$ cat src/hdl/pcslst_params.svh
// Register offsets, field positions and fixed values of the PCS lane status block
//
// Summary of operation
// (RQ1) Presence field reads binary 10
// (RQ2) Transmit fault latches high until cleared
// (RQ3) Receive fault latches high until cleared
// (RQ4) Fixed PCS type capability bits reported
// (RQ5) Two read-only package identifier words
// (RQ6) Low-power capability bits all read zero
// (RQ7) Alignment bit mirrors all-lanes-aligned state
// (RQ8) Pattern and loopback ability bits read one
// (RQ9) One sync bit per lane zero..three
// (RQ10) Enable bit selects test pattern, resets zero
// (RQ11) Select field decodes high, low, mixed, reserved
// (RQ12) This register beats alternate jitter enable
// (RQ13) Fault bits clear on read unless present
// (RQ14) Reserved bits read zero, writes ignored
`ifndef PCSLST_PARAMS_SVH
`define PCSLST_PARAMS_SVH

// =============================================================
// Register indices (byte address is four times the index)
`define PCSLST_IDX_STATUS2 14'h1008
`define PCSLST_IDX_PKGID1 14'h100e
`define PCSLST_IDX_PKGID2 14'h100f
`define PCSLST_IDX_LPCAP 14'h1014
`define PCSLST_IDX_LANE 14'h1018
`define PCSLST_IDX_TEST 14'h1019
`define PCSLST_IDX_IRQ_STAT 14'h1020
`define PCSLST_IDX_IRQ_MASK 14'h1021

// =============================================================
// Field positions
`define PCSLST_ST2_TXF 11
`define PCSLST_ST2_RXF 10
`define PCSLST_LANE_ALIGN 12
`define PCSLST_TEST_EN 2
`define PCSLST_IRQ_W 4

// =============================================================
// Fixed field values
`define PCSLST_PRESENT 2'h2
`define PCSLST_CAP_100G 1'h0
`define PCSLST_CAP_40G 1'h1
`define PCSLST_CAP_10GT 1'h0
`define PCSLST_CAP_10GX 1'h1
`define PCSLST_CAP_10GR 1'h1
`define PCSLST_LP_CAP 3'h0
`define PCSLST_PAT_ABLE 1'h1
`define PCSLST_LOOP_ABLE 1'h1
`define PCSLST_TEST_RST 3'h0

// =============================================================
// Bus answers
`define PCSLST_RESP_OKAY 2'h0
`define PCSLST_RESP_SLVERR 2'h2

`endif

$ cat src/hdl/pcslst_fix_note_unused.sv
// Holds no logic; the register slice lives in pcslst_regs.sv

$ cat src/hdl/pcslst_pkg.sv
// Types shared by the PCS lane status register block
`default_nettype none
package pcslst_pkg;

	// Transmit pattern the datapath is told to send
	typedef enum logic [2:0] {
		PCSLST_PAT_NORMAL,
		PCSLST_PAT_HIGH,
		PCSLST_PAT_LOW,
		PCSLST_PAT_MIXED,
		PCSLST_PAT_JITTER
	} pcslst_pat_t;

	// Live status from the PCS datapath
	typedef struct packed {
		logic tx_fault;
		logic rx_fault;
		logic lanes_aligned;
		logic [3:0] lane_sync;
	} pcslst_status_t;

	// Alternate jitter pattern request from elsewhere
	typedef struct packed {
		logic enable;
		logic [2:0] select;
	} pcslst_jitter_t;

endpackage : pcslst_pkg
`default_nettype wire

$ cat src/hdl/pcslst_regs.sv
// AXI4-Lite register slice for PCS status, identifiers, lane status and test pattern control
//
// Added by the designer: the AXI4-Lite register port.
`timescale 1ns/10ps
`default_nettype none
`include "pcslst_params.svh"

module pcslst_regs #(
	parameter logic [15:0] ORG_ID_HI = 16'h1234, // Arbitrary identifier value
	parameter logic [5:0] ORG_ID_LO = 6'h15, // Arbitrary identifier value
	parameter logic [5:0] MODEL_NUM = 6'h2a, // Arbitrary model value
	parameter logic [3:0] REV_NUM = 4'h1, // Arbitrary revision value
	parameter int LANES = 4
) (
	// Clock and reset
	input wire logic aclk,
	input wire logic aresetn,
	// Write address channel
	input wire logic s_axi_awvalid,
	output logic s_axi_awready,
	input wire logic [15:0] s_axi_awaddr,
	input wire logic [2:0] s_axi_awprot,
	// Write data channel
	input wire logic s_axi_wvalid,
	output logic s_axi_wready,
	input wire logic [31:0] s_axi_wdata,
	input wire logic [3:0] s_axi_wstrb,
	// Write response channel
	output logic s_axi_bvalid,
	input wire logic s_axi_bready,
	output logic [1:0] s_axi_bresp,
	// Read address channel
	input wire logic s_axi_arvalid,
	output logic s_axi_arready,
	input wire logic [15:0] s_axi_araddr,
	input wire logic [2:0] s_axi_arprot,
	// Read data channel
	output logic s_axi_rvalid,
	input wire logic s_axi_rready,
	output logic [31:0] s_axi_rdata,
	output logic [1:0] s_axi_rresp,
	// Datapath status and pattern control
	input wire pcslst_pkg::pcslst_status_t pcs_status,
	input wire pcslst_pkg::pcslst_jitter_t jitter_req,
	output pcslst_pkg::pcslst_pat_t pattern_mode,
	// Interrupt
	output logic irq
);
	import pcslst_pkg::*;

	if (LANES != 4) begin : g_lanes_check
		$error("pcslst_regs serves exactly four lanes");
	end

	// =============================================================
	// Write channel
	// Address and data taken in either order; response once both are held
	logic aw_have_q, w_have_q, bvalid_q;
	logic [13:0] aw_idx_q;
	logic [31:0] wdata_q;
	logic [3:0] wstrb_q;
	logic [1:0] bresp_q;
	logic wr_fire;
	logic wr_mapped;

	assign s_axi_awready = !aw_have_q && !bvalid_q;
	assign s_axi_wready = !w_have_q && !bvalid_q;
	assign s_axi_bvalid = bvalid_q;
	assign s_axi_bresp = bresp_q;
	assign wr_fire = aw_have_q && w_have_q && !bvalid_q;

	always_comb begin
		unique case (aw_idx_q)
			`PCSLST_IDX_STATUS2, `PCSLST_IDX_PKGID1, `PCSLST_IDX_PKGID2, `PCSLST_IDX_LPCAP,
			`PCSLST_IDX_LANE, `PCSLST_IDX_TEST, `PCSLST_IDX_IRQ_STAT, `PCSLST_IDX_IRQ_MASK: wr_mapped = 1'b1;
			default: wr_mapped = 1'b0;
		endcase
	end

	always_ff @(posedge aclk) begin
		if (!aresetn) begin
			aw_have_q <= 1'b0;
			aw_idx_q <= 14'h0;
		end else if (s_axi_awvalid && s_axi_awready) begin
			aw_have_q <= 1'b1;
			aw_idx_q <= s_axi_awaddr[15:2];
		end else if (wr_fire) begin
			aw_have_q <= 1'b0;
		end
	end

	always_ff @(posedge aclk) begin
		if (!aresetn) begin
			w_have_q <= 1'b0;
			wdata_q <= 32'h0;
			wstrb_q <= 4'h0;
		end else if (s_axi_wvalid && s_axi_wready) begin
			w_have_q <= 1'b1;
			wdata_q <= s_axi_wdata;
			wstrb_q <= s_axi_wstrb;
		end else if (wr_fire) begin
			w_have_q <= 1'b0;
		end
	end

	always_ff @(posedge aclk) begin
		if (!aresetn) begin
			bvalid_q <= 1'b0;
			bresp_q <= `PCSLST_RESP_OKAY;
		end else if (wr_fire) begin
			bvalid_q <= 1'b1;
			bresp_q <= wr_mapped ? `PCSLST_RESP_OKAY : `PCSLST_RESP_SLVERR;
		end else if (s_axi_bready) begin
			bvalid_q <= 1'b0;
		end
	end

	logic wr_lane0;
	assign wr_lane0 = wr_fire && wstrb_q[0];

	// =============================================================
	// Test pattern control
	logic [2:0] test_q;
	pcslst_pat_t pattern_q;

	always_ff @(posedge aclk) begin
		if (!aresetn) begin
			test_q <= `PCSLST_TEST_RST; // [RQ10]
		end else if (wr_lane0 && aw_idx_q == `PCSLST_IDX_TEST) begin
			test_q <= wdata_q[2:0]; // [RQ14]
		end
	end

	always_ff @(posedge aclk) begin
		if (!aresetn) begin
			pattern_q <= PCSLST_PAT_NORMAL;
		end else if (test_q[`PCSLST_TEST_EN]) begin // [RQ12]
			unique case (test_q[1:0]) // [RQ11]
				2'h0: pattern_q <= PCSLST_PAT_HIGH;
				2'h1: pattern_q <= PCSLST_PAT_LOW;
				2'h2: pattern_q <= PCSLST_PAT_MIXED;
				2'h3: pattern_q <= PCSLST_PAT_NORMAL;
			endcase
		end else if (jitter_req.enable) begin
			pattern_q <= PCSLST_PAT_JITTER;
		end else begin
			pattern_q <= PCSLST_PAT_NORMAL; // [RQ10]
		end
	end

	assign pattern_mode = pattern_q;

	// =============================================================
	// Read channel
	// Read data registered at the address edge; live status sampled there
	logic rvalid_q;
	logic [31:0] rdata_q;
	logic [1:0] rresp_q;
	logic [13:0] ar_idx;
	logic rd_take;
	logic [15:0] rd_word;
	logic rd_mapped;
	logic txf_q, rxf_q;
	logic [`PCSLST_IRQ_W-1:0] irq_stat_q, irq_mask_q;

	assign s_axi_arready = !rvalid_q;
	assign s_axi_rvalid = rvalid_q;
	assign s_axi_rdata = rdata_q;
	assign s_axi_rresp = rresp_q;
	assign ar_idx = s_axi_araddr[15:2];
	assign rd_take = s_axi_arvalid && s_axi_arready;

	always_comb begin
		rd_mapped = 1'b1;
		rd_word = 16'h0; // [RQ14]
		unique case (ar_idx)
			`PCSLST_IDX_STATUS2: rd_word = {`PCSLST_PRESENT, 2'h0, txf_q, rxf_q, 4'h0, // [RQ1]
				`PCSLST_CAP_100G, `PCSLST_CAP_40G, `PCSLST_CAP_10GT, 1'b0, // [RQ4]
				`PCSLST_CAP_10GX, `PCSLST_CAP_10GR};
			`PCSLST_IDX_PKGID1: rd_word = ORG_ID_HI; // [RQ5]
			`PCSLST_IDX_PKGID2: rd_word = {ORG_ID_LO, MODEL_NUM, REV_NUM}; // [RQ5]
			`PCSLST_IDX_LPCAP: rd_word = {9'h0, `PCSLST_LP_CAP, 4'h0}; // [RQ6]
			`PCSLST_IDX_LANE: rd_word = {3'h0, pcs_status.lanes_aligned, // [RQ7]
				`PCSLST_PAT_ABLE, `PCSLST_LOOP_ABLE, 6'h0, pcs_status.lane_sync}; // [RQ8] [RQ9]
			`PCSLST_IDX_TEST: rd_word = {13'h0, test_q};
			`PCSLST_IDX_IRQ_STAT: rd_word = {12'h0, irq_stat_q};
			`PCSLST_IDX_IRQ_MASK: rd_word = {12'h0, irq_mask_q};
			default: rd_mapped = 1'b0;
		endcase
	end

	always_ff @(posedge aclk) begin
		if (!aresetn) begin
			rvalid_q <= 1'b0;
			rdata_q <= 32'h0;
			rresp_q <= `PCSLST_RESP_OKAY;
		end else if (rd_take) begin
			rvalid_q <= 1'b1;
			rdata_q <= {16'h0, rd_word};
			rresp_q <= rd_mapped ? `PCSLST_RESP_OKAY : `PCSLST_RESP_SLVERR;
		end else if (s_axi_rready) begin
			rvalid_q <= 1'b0;
		end
	end

	// =============================================================
	// Latched faults
	// A fault present during the status read wins over the read's clear
	logic st2_read;
	assign st2_read = rd_take && ar_idx == `PCSLST_IDX_STATUS2;

	always_ff @(posedge aclk) begin
		if (!aresetn) begin
			txf_q <= 1'b0;
			rxf_q <= 1'b0;
		end else begin
			txf_q <= pcs_status.tx_fault || (txf_q && !st2_read); // [RQ2] [RQ13]
			rxf_q <= pcs_status.rx_fault || (rxf_q && !st2_read); // [RQ3] [RQ13]
		end
	end

	// =============================================================
	// Interrupts
	// Events: tx and rx fault rising, alignment lost, any lane sync lost
	// A clear write loses to an event in the same cycle
	logic align_prev_q;
	logic [3:0] sync_prev_q;
	logic [`PCSLST_IRQ_W-1:0] irq_event;

	assign irq_event = {|(sync_prev_q & ~pcs_status.lane_sync), align_prev_q && !pcs_status.lanes_aligned,
		pcs_status.rx_fault && !rxf_q, pcs_status.tx_fault && !txf_q};

	always_ff @(posedge aclk) begin
		if (!aresetn) begin
			align_prev_q <= 1'b0;
			sync_prev_q <= 4'h0;
		end else begin
			align_prev_q <= pcs_status.lanes_aligned;
			sync_prev_q <= pcs_status.lane_sync;
		end
	end

	always_ff @(posedge aclk) begin
		if (!aresetn) begin
			irq_stat_q <= 4'h0;
		end else if (wr_lane0 && aw_idx_q == `PCSLST_IDX_IRQ_STAT) begin
			irq_stat_q <= (irq_stat_q & ~wdata_q[3:0]) | irq_event;
		end else begin
			irq_stat_q <= irq_stat_q | irq_event;
		end
	end

	always_ff @(posedge aclk) begin
		if (!aresetn) begin
			irq_mask_q <= 4'h0;
		end else if (wr_lane0 && aw_idx_q == `PCSLST_IDX_IRQ_MASK) begin
			irq_mask_q <= wdata_q[3:0];
		end
	end

	assign irq = |(irq_stat_q & irq_mask_q);
endmodule : pcslst_regs

`default_nettype wire

$ cat config.mk
export PLATFORM = sky130hd
export DESIGN_NAME = pcslst_regs
export DESIGN_NICKNAME = d
export VERILOG_FILES = /design/src/hdl/pcslst_fix_note_unused.sv /design/src/hdl/pcslst_pkg.sv /design/src/hdl/pcslst_regs.sv
export VERILOG_INCLUDE_DIRS = /design/src /design/src/hdl
export SDC_FILE = /design/constraint.sdc
export NUM_CORES = 1
export LEC_CHECK = 0
export BUFFER_PORTS_ARGS = -buffer_cell sky130_fd_sc_hd__buf_2
export CORE_AREA = 3 3 60 117
export CTS_CLUSTER_DIAMETER = 100
export CTS_CLUSTER_SIZE = 24
export DETAILED_ROUTE_END_ITERATION = 16
export DIE_AREA = 0 0 63 120
export PLACE_DENSITY = 0.89
export RECOVER_POWER = 25
export SYNTH_ARGS = -nofsm -noshare
export SYNTH_HDL_FRONTEND = slang
export SYNTH_SLANG_ARGS = --single-unit
$ cat constraint.sdc
create_clock -name aclk -period 6.31 [get_ports aclk]
set_input_delay 1.5775 -clock aclk [delete_from_list [all_inputs] [get_ports aclk]]
set_output_delay 1.5775 -clock aclk [all_outputs]
set_load 0.005 [all_outputs]
==> impl_metrics.env, run 1 <==
export IMPL_status="finished, violations left"
export IMPL_violations="max-capacitance violations, max-slew violations"
export IMPL_ir_drop_mv=0.198
export IMPL_relSlewSlack_pct=-40.8
export IMPL_drt_initial_drc_count=120
export IMPL_io_pins=137
export IMPL_cts_resized=0
export IMPL_min_to="s_axi_rdata[2]"
export IMPL_max_cap_violations=1
export IMPL_die_area_um2=7560
export IMPL_syn_inst=336
export IMPL_ys_types=57
export IMPL_synthDominantCellAreaShare_pct=40.4
export IMPL_synth_seq_cells=57
export IMPL_drc=0
export IMPL_syn_to_final_growth_pct=19.0
export IMPL_worstMarginPinSlew_ns=2.11
export IMPL_power_uw=910
export IMPL_setup_tns_ns=0
export IMPL_fill_cells=596
export IMPL_grt_pass1_vias=2441
export IMPL_min_period_over_period_pct=57.5
export IMPL_clk_pin_slew_worst_paths_ns=0.05
export IMPL_htreeDepth=3
export IMPL_drive_above_1_share_pct=23.1
export IMPL_leakage_nw=1.45
export IMPL_grt_max_degree=61
export IMPL_synth_area_top_cells="dfxtp_1 (40%), nand2_1 (7.0%), buf_4 (6.4%)"
export IMPL_clock_power_share_pct=47.1
export IMPL_min_delay_start="s_axi_rdata[2]"
export IMPL_antenna_diode_count=0
export IMPL_setup_viol=0
export IMPL_fin_crit_ns=3.63
export IMPL_timing_fmax_mhz=276
export IMPL_reg2reg_to="irq_stat_q[3]"
export IMPL_netlist_area_um2=2830
export IMPL_rsz0062_at_grt="false"
export IMPL_synth_largest_area_cell="dfxtp_1"
export IMPL_cts_tree="done"
export IMPL_hp_class="flip-flop to flip-flop"
export IMPL_die_h_um=120
export IMPL_yosys_warnings=0
export IMPL_p_per_area_nw_per_um2=271
export IMPL_synth_edf_count=0
export IMPL_grt_pass1_wl_mm=10.6
export IMPL_crit_fanout=60
export IMPL_required_ns=6.55
export IMPL_synth_most_common_cell="dfxtp_1"
export IMPL_clockBufferDepth=2
export IMPL_min_path_cells=2
export IMPL_crit_path_start_kind="input pin"
export IMPL_cts_sinks=57
export IMPL_hold_buffers=0
export IMPL_postRouteAntennaNets=0
export IMPL_r2r_start="aw_idx_q[7]"
export IMPL_vias_per_cell=5.05
export IMPL_vias=2463
export IMPL_dpl_cell_area_um2=3100
export IMPL_dpl_hpwl_mm=4.99
export IMPL_cts_setup_buffers=0
export IMPL_numCtsBuffers=9
export IMPL_switching_share_pct=23.0
export IMPL_synth_async_reset_ratio_pct=0
export IMPL_coreArea_um2=6310
export IMPL_end_kind="flip-flop"
export IMPL_wl_per_cell_um=13.5
export IMPL_place_inst=474
export IMPL_grt_overflow=0
export IMPL_seqPwrFrac_pct=42.9
export IMPL_drt_pass1_iter_count=4
export IMPL_rows=41
export IMPL_arrival_ns=3.87
export IMPL_gp_congestion=0.920
export IMPL_cts_root_buf="clkbuf_16"
export IMPL_slew_violations=61
export IMPL_wl_mm=6.58
export IMPL_clock_skew_ns=0.00540
export IMPL_die_x_um=63
export IMPL_yosysSeqAreaShare_pct=40.4
export IMPL_avgSynthCellArea_um2=8.41
export IMPL_hold_viol_final=0
export IMPL_netSwitchingPower_uw=209
export IMPL_criticalPathCategory="input pin to flip-flop"
export IMPL_p_int_uw=701
export IMPL_clock_latency_ns=0.32
export IMPL_antenna_found_initial=0
export IMPL_grt_total_usage_pct=18.1
export IMPL_final_area_um2=3360
export IMPL_power_frac_comb_pct=9.9
export IMPL_r2r_cells=5
export IMPL_start_util_pct=44.8
export IMPL_r2r_setup_slack_ns=4.23
export IMPL_fin_cells=488
export IMPL_synth_commonest_cells="dfxtp_1 (57), nand2_1 (53), buf_4 (24)"
export IMPL_port_buffers=71
export IMPL_synthFlopType="dfxtp_1"
export IMPL_nNetsFinal=493
## power by group through the flow
stage	sequential (mW)	clock, mW	combinational (mW)
final	0.391	0.429	0.0904
after global routing	0.392	0.451	0.103
after CTS	0.391	0.436	0.0908
after detailed placement	0.397	0	0.0902
after global placement	0.396	0	0.0875
after floorplan	0.394	0	0.0682
## layout make-up
| cell class | count | area, µm² | area share, % |
|---|---|---|---|
| clock buffers | 14 | 264 | 7.86 |
| well taps | 86 | 108 | 3.20 |
| multi-input cells | 247 | 1450 | 43.0 |
| inverters | 13 | 48.8 | 1.45 |
| flip-flops and latches | 57 | 1140 | 34.0 |
| repair buffers | 71 | 353 | 10.5 |
## per-stage QoR
stage               hold WS (ns)  util (%)  setup slack (ns)
global placement           0.437      49.1              2.75
floorplan                  0.433         -              3.04
CTS                        0.460      53.3              3.06
global route               0.488      53.3              2.39
detailed placement         0.450      49.1              2.74
finish                     0.457      53.3              2.68
## cells by family after synthesis
| logic type | Yosys count | share of synthesized area [%] |
|---|---|---|
| and+or+nand+nor | 139 | 26.1 |
| buffers and inverters | 52 | 11.1 |
| other | 1 | 0.133 |
| adders and majority gates | 2 | 0.886 |
| DFF | 57 | 40.4 |
| muxes | 9 | 3.23 |
| AOI/OAI and AO/OA | 76 | 18.2 |
## cell usage in the layout, fill, tap and decap left out, types with 4 or more instances in the layout
| cell | instances |
|---|---|
| buf_2 | 69 |
| a21oi_1 | 6 |
| conb_1 | 21 |
| o21ai_1 | 4 |
| inv_1 | 12 |
| o21a_1 | 4 |
| nand2_1 | 53 |
| nor2_1 | 17 |
| nor4_1 | 4 |
| a31oi_1 | 5 |
| and2_1 | 8 |
| mux2i_1 | 8 |
| a21boi_0 | 19 |
| clkbuf_1 | 5 |
| nand2b_1 | 4 |
| dfxtp_1 | 57 |
| clkbuf_16 | 9 |
| nand3_1 | 9 |
| nor2b_1 | 14 |
| o21ai_0 | 20 |
## registers in the layout, summed over array words and instances, names as in the netlist
signal and count:
aw_idx_q 14, s_axi_rdata 11, irq_mask_q 4, irq_stat_q 4, sync_prev_q 4, wdata_q 4, pattern_mode 3, test_q 3
align_prev_q 1, aw_have_q 1, rxf_q 1, s_axi_bresp 1, s_axi_bvalid 1, s_axi_rresp 1, s_axi_rvalid 1, txf_q 1
w_have_q 1, wstrb_q 1
## per-layer routing
layer | vias to the layer above | wire [µm] | track usage, %
li1 | 1228 | - | -
met1 | 1130 | 2250 | 16.0
met2 | 88 | 3700 | 34.4
met3 | 17 | 357 | 4.31
met4 | 0 | 278 | 12.4
met5 | - | 0 | 0
## critical path, cell delays in order
cell      delay (ns)
clkbuf_1        1.48
nand2_1         0.20
a211o_2         0.44
o21ai_0         0.16
## worst max path at each step
| stage | startpoint | to | slack (ns) | depth (start not counted) |
|---|---|---|---|---|
| after global placement | s_axi_araddr[7] | s_axi_rdata[4] | 2.75 | 6 |
| after detailed placement | s_axi_araddr[7] | s_axi_rdata[4] | 2.74 | 6 |
| after floorplan | s_axi_araddr[11] | s_axi_rdata[10] | 3.04 | 5 |
| after CTS | s_axi_araddr[7] | s_axi_rdata[4] | 3.06 | 6 |
| final | aresetn | s_axi_rdata[1] | 2.68 | 4 |
| after global routing | aresetn | s_axi_rdata[0] | 2.39 | 4 |
(Power assumes the default switching activity.)
==> inputs of run 2 (changes only) <==
- CORE_AREA: 3 3 60 117 -> 3 3 62 122
- DIE_AREA: 0 0 63 120 -> 0 0 65 125
- PLACE_DENSITY: 0.89 -> 0.87
- clock period: 6.31 -> 3.2 ns (I/O delays scaled with it)
==> run 2 against run 1 <==
Effect of this change: the run now ends clean; total power grew 110%; cell count grew 1.4%; design area rose by 2.2%; largest power group unchanged; utilization is 1.8 points lower; worst setup slack lost 1.9 ns; highest routed layer unchanged; sequential share of layout area is 0.74 points lower; wire length decreased by 3.3%; sequential power increased by 97%.
==> impl_metrics.env, run 2 (same netlist as run 1, synthesis figures left out) <==
export IMPL_netSwitchingPower_uw=423
export IMPL_end_kind="flip-flop"
export IMPL_setup_viol=0
export IMPL_wl_mm=6.36
export IMPL_final_common_cell="buf_2"
export IMPL_grt_pass1_vias=2391
export IMPL_status="finished clean"
export IMPL_worstMarginPinSlew_ns=0.633
export IMPL_die_h_um=125
export IMPL_seqPwrFrac_pct=40.6
export IMPL_largest_register="aw_idx_q"
export IMPL_layout_cells_most_common_list="buf_2 (70), dfxtp_1 (57), nand2_1 (53)"
export IMPL_min_path_cells=2
export IMPL_grt_total_usage_pct=16.5
export IMPL_clockBufferDepth=2
export IMPL_start_util_pct=42.3
export IMPL_clock_power_share_pct=50.1
export IMPL_postRouteAntennaNets=0
export IMPL_r2r_cells=5
export IMPL_rows=42
export IMPL_required_ns=3.40
export IMPL_path_cells="buf_2, or4_4, or2_4, or4_4, nor3_2, o21ai_1"
export IMPL_dpl_hpwl_mm=4.94
export IMPL_cts_sinks=57
export IMPL_worst_slack_ns=0.818
export IMPL_timing_fmax_mhz=420
export IMPL_grt_max_degree=45
export IMPL_min_period_over_period_pct=74.5
export IMPL_io_pins=137
export IMPL_max_stage_delay_ns=0.56
export IMPL_gp_congestion=0.835
export IMPL_die_x_um=65
export IMPL_clk_pin_slew_worst_paths_ns=0.05
export IMPL_max_cap_violations=0
export IMPL_leakage_nw=1.50
export IMPL_crit_slowest_cell="or4_4"
export IMPL_r2r_start="aw_idx_q[7]"
export IMPL_slew_violations=0
export IMPL_p_per_area_nw_per_um2=552
export IMPL_rsz0062_at_grt="false"
export IMPL_grt_pass1_wl_mm=10.2
export IMPL_hold_buffers=0
export IMPL_preCtsSetupSlack_ns=0.492
export IMPL_cts_tree="done"
export IMPL_cts_resized=0
export IMPL_min_delay_start="s_axi_rdata[0]"
export IMPL_antenna_found_initial=0
export IMPL_wl_per_cell_um=12.9
export IMPL_drc=0
export IMPL_drt_initial_drc_count=136
export IMPL_cpLargestDelayFamily="simple AND/OR/NAND/NOR gates"
export IMPL_grt_overflow=0
export IMPL_criticalPathCategory="input pin to flip-flop"
export IMPL_fill_cells=657
export IMPL_largest_reg_flops=14
export IMPL_r2r_setup_slack_ns=1.19
export IMPL_holdWs_ns=0.441
export IMPL_crit_path_start_kind="input pin"
export IMPL_path_common_cell="or4_4"
export IMPL_hp_class="flip-flop to flip-flop"
export IMPL_htreeDepth=3
export IMPL_vias_per_cell=4.97
export IMPL_drt_pass1_iter_count=4
export IMPL_nNetsFinal=496
export IMPL_clock_skew_ns=0.00406
export IMPL_relSlewSlack_pct=57.8
export IMPL_p_int_mw=1.47
export IMPL_coreArea_um2=6670
export IMPL_setup_tns_ns=0
export IMPL_cts_setup_buffers=0
export IMPL_drive_above_1_share_pct=25.1
export IMPL_antenna_diode_count=0
export IMPL_power_frac_comb_pct=9.4
export IMPL_die_area_um2=8130
export IMPL_cts_root_buf="clkbuf_16"
export IMPL_min_to="s_axi_rdata[0]"
export IMPL_crit_fanout=4
export IMPL_ir_drop_mv=0.378
export IMPL_fin_crit_ns=2.38
export IMPL_vias=2461
export IMPL_switching_share_pct=22.3
export IMPL_reg2reg_to="irq_stat_q[3]"
export IMPL_clock_latency_ns=0.32
export IMPL_arrival_ns=2.59
export IMPL_numCtsBuffers=9
export IMPL_worst_path_buf_inv=1
export IMPL_syn_to_final_growth_pct=21.6
export IMPL_port_buffers=71
export IMPL_hold_viol_final=0
-- run 2: per-stage QoR --
step / total power [mW] / util, % / area [µm²] / instances
after floorplan: 0.912 / - / 2900 / 356
after global placement: 0.955 / 46.8 / 3120 / 479
after detailed placement: 0.962 / 46.8 / 3120 / 479
after CTS: 1.92 / 51.5 / 3440 / 495
after global routing: 1.98 / 51.5 / 3440 / 495
final: 1.90 / 51.5 / 3440 / 495
-- run 2: routing by layer --
layer / vias to the layer above / share of wire (%) / GRT usage [%]
met5: - / 0 / 0
met4: 0 / 5.1 / 13.2
met3: 23 / 6.2 / 4.40
met2: 96 / 55 / 30.6
met1: 1106 / 34 / 13.7
li1: 1236 / - / -
-- run 2: final cells by class --
class / instances / area (µm²) / area share (%)
clock buffer: 15 / 308 / 8.96
clock inverter: 1 / 5.00 / 0.146
inverter: 13 / 48.8 / 1.42
multi-input combinational: 247 / 1450 / 42.1
sequential: 57 / 1140 / 33.2
tap: 88 / 110 / 3.20
timing repair buffer: 74 / 377 / 11.0
-- run 2: worst max-delay path by stage --
stage | start | to | slack, ns | depth (start not counted)
after floorplan | s_axi_araddr[11] | s_axi_rdata[10] | 0.70 | 5
after global placement | s_axi_araddr[11] | txf_q | 0.54 | 6
after detailed placement | s_axi_araddr[11] | rxf_q | 0.49 | 6
after CTS | s_axi_araddr[11] | rxf_q | 0.83 | 6
after global routing | s_axi_araddr[11] | rxf_q | 0.76 | 6
final | s_axi_araddr[11] | rxf_q | 0.82 | 6
-- run 2: power by group through the flow --
stage | logic (mW) | clock network [mW] | registers (mW)
after floorplan | 0.135 | 0 | 0.778
after global placement | 0.175 | 0 | 0.781
after detailed placement | 0.179 | 0 | 0.783
after CTS | 0.181 | 0.971 | 0.769
after global routing | 0.202 | 1.00 | 0.774
final | 0.178 | 0.950 | 0.769
-- run 2: worst min-delay path: stages, from the launching register on --
cell and delay, ns:
dfxtp_1 0.31, nand2_1 0.04, o21ai_0 0.05
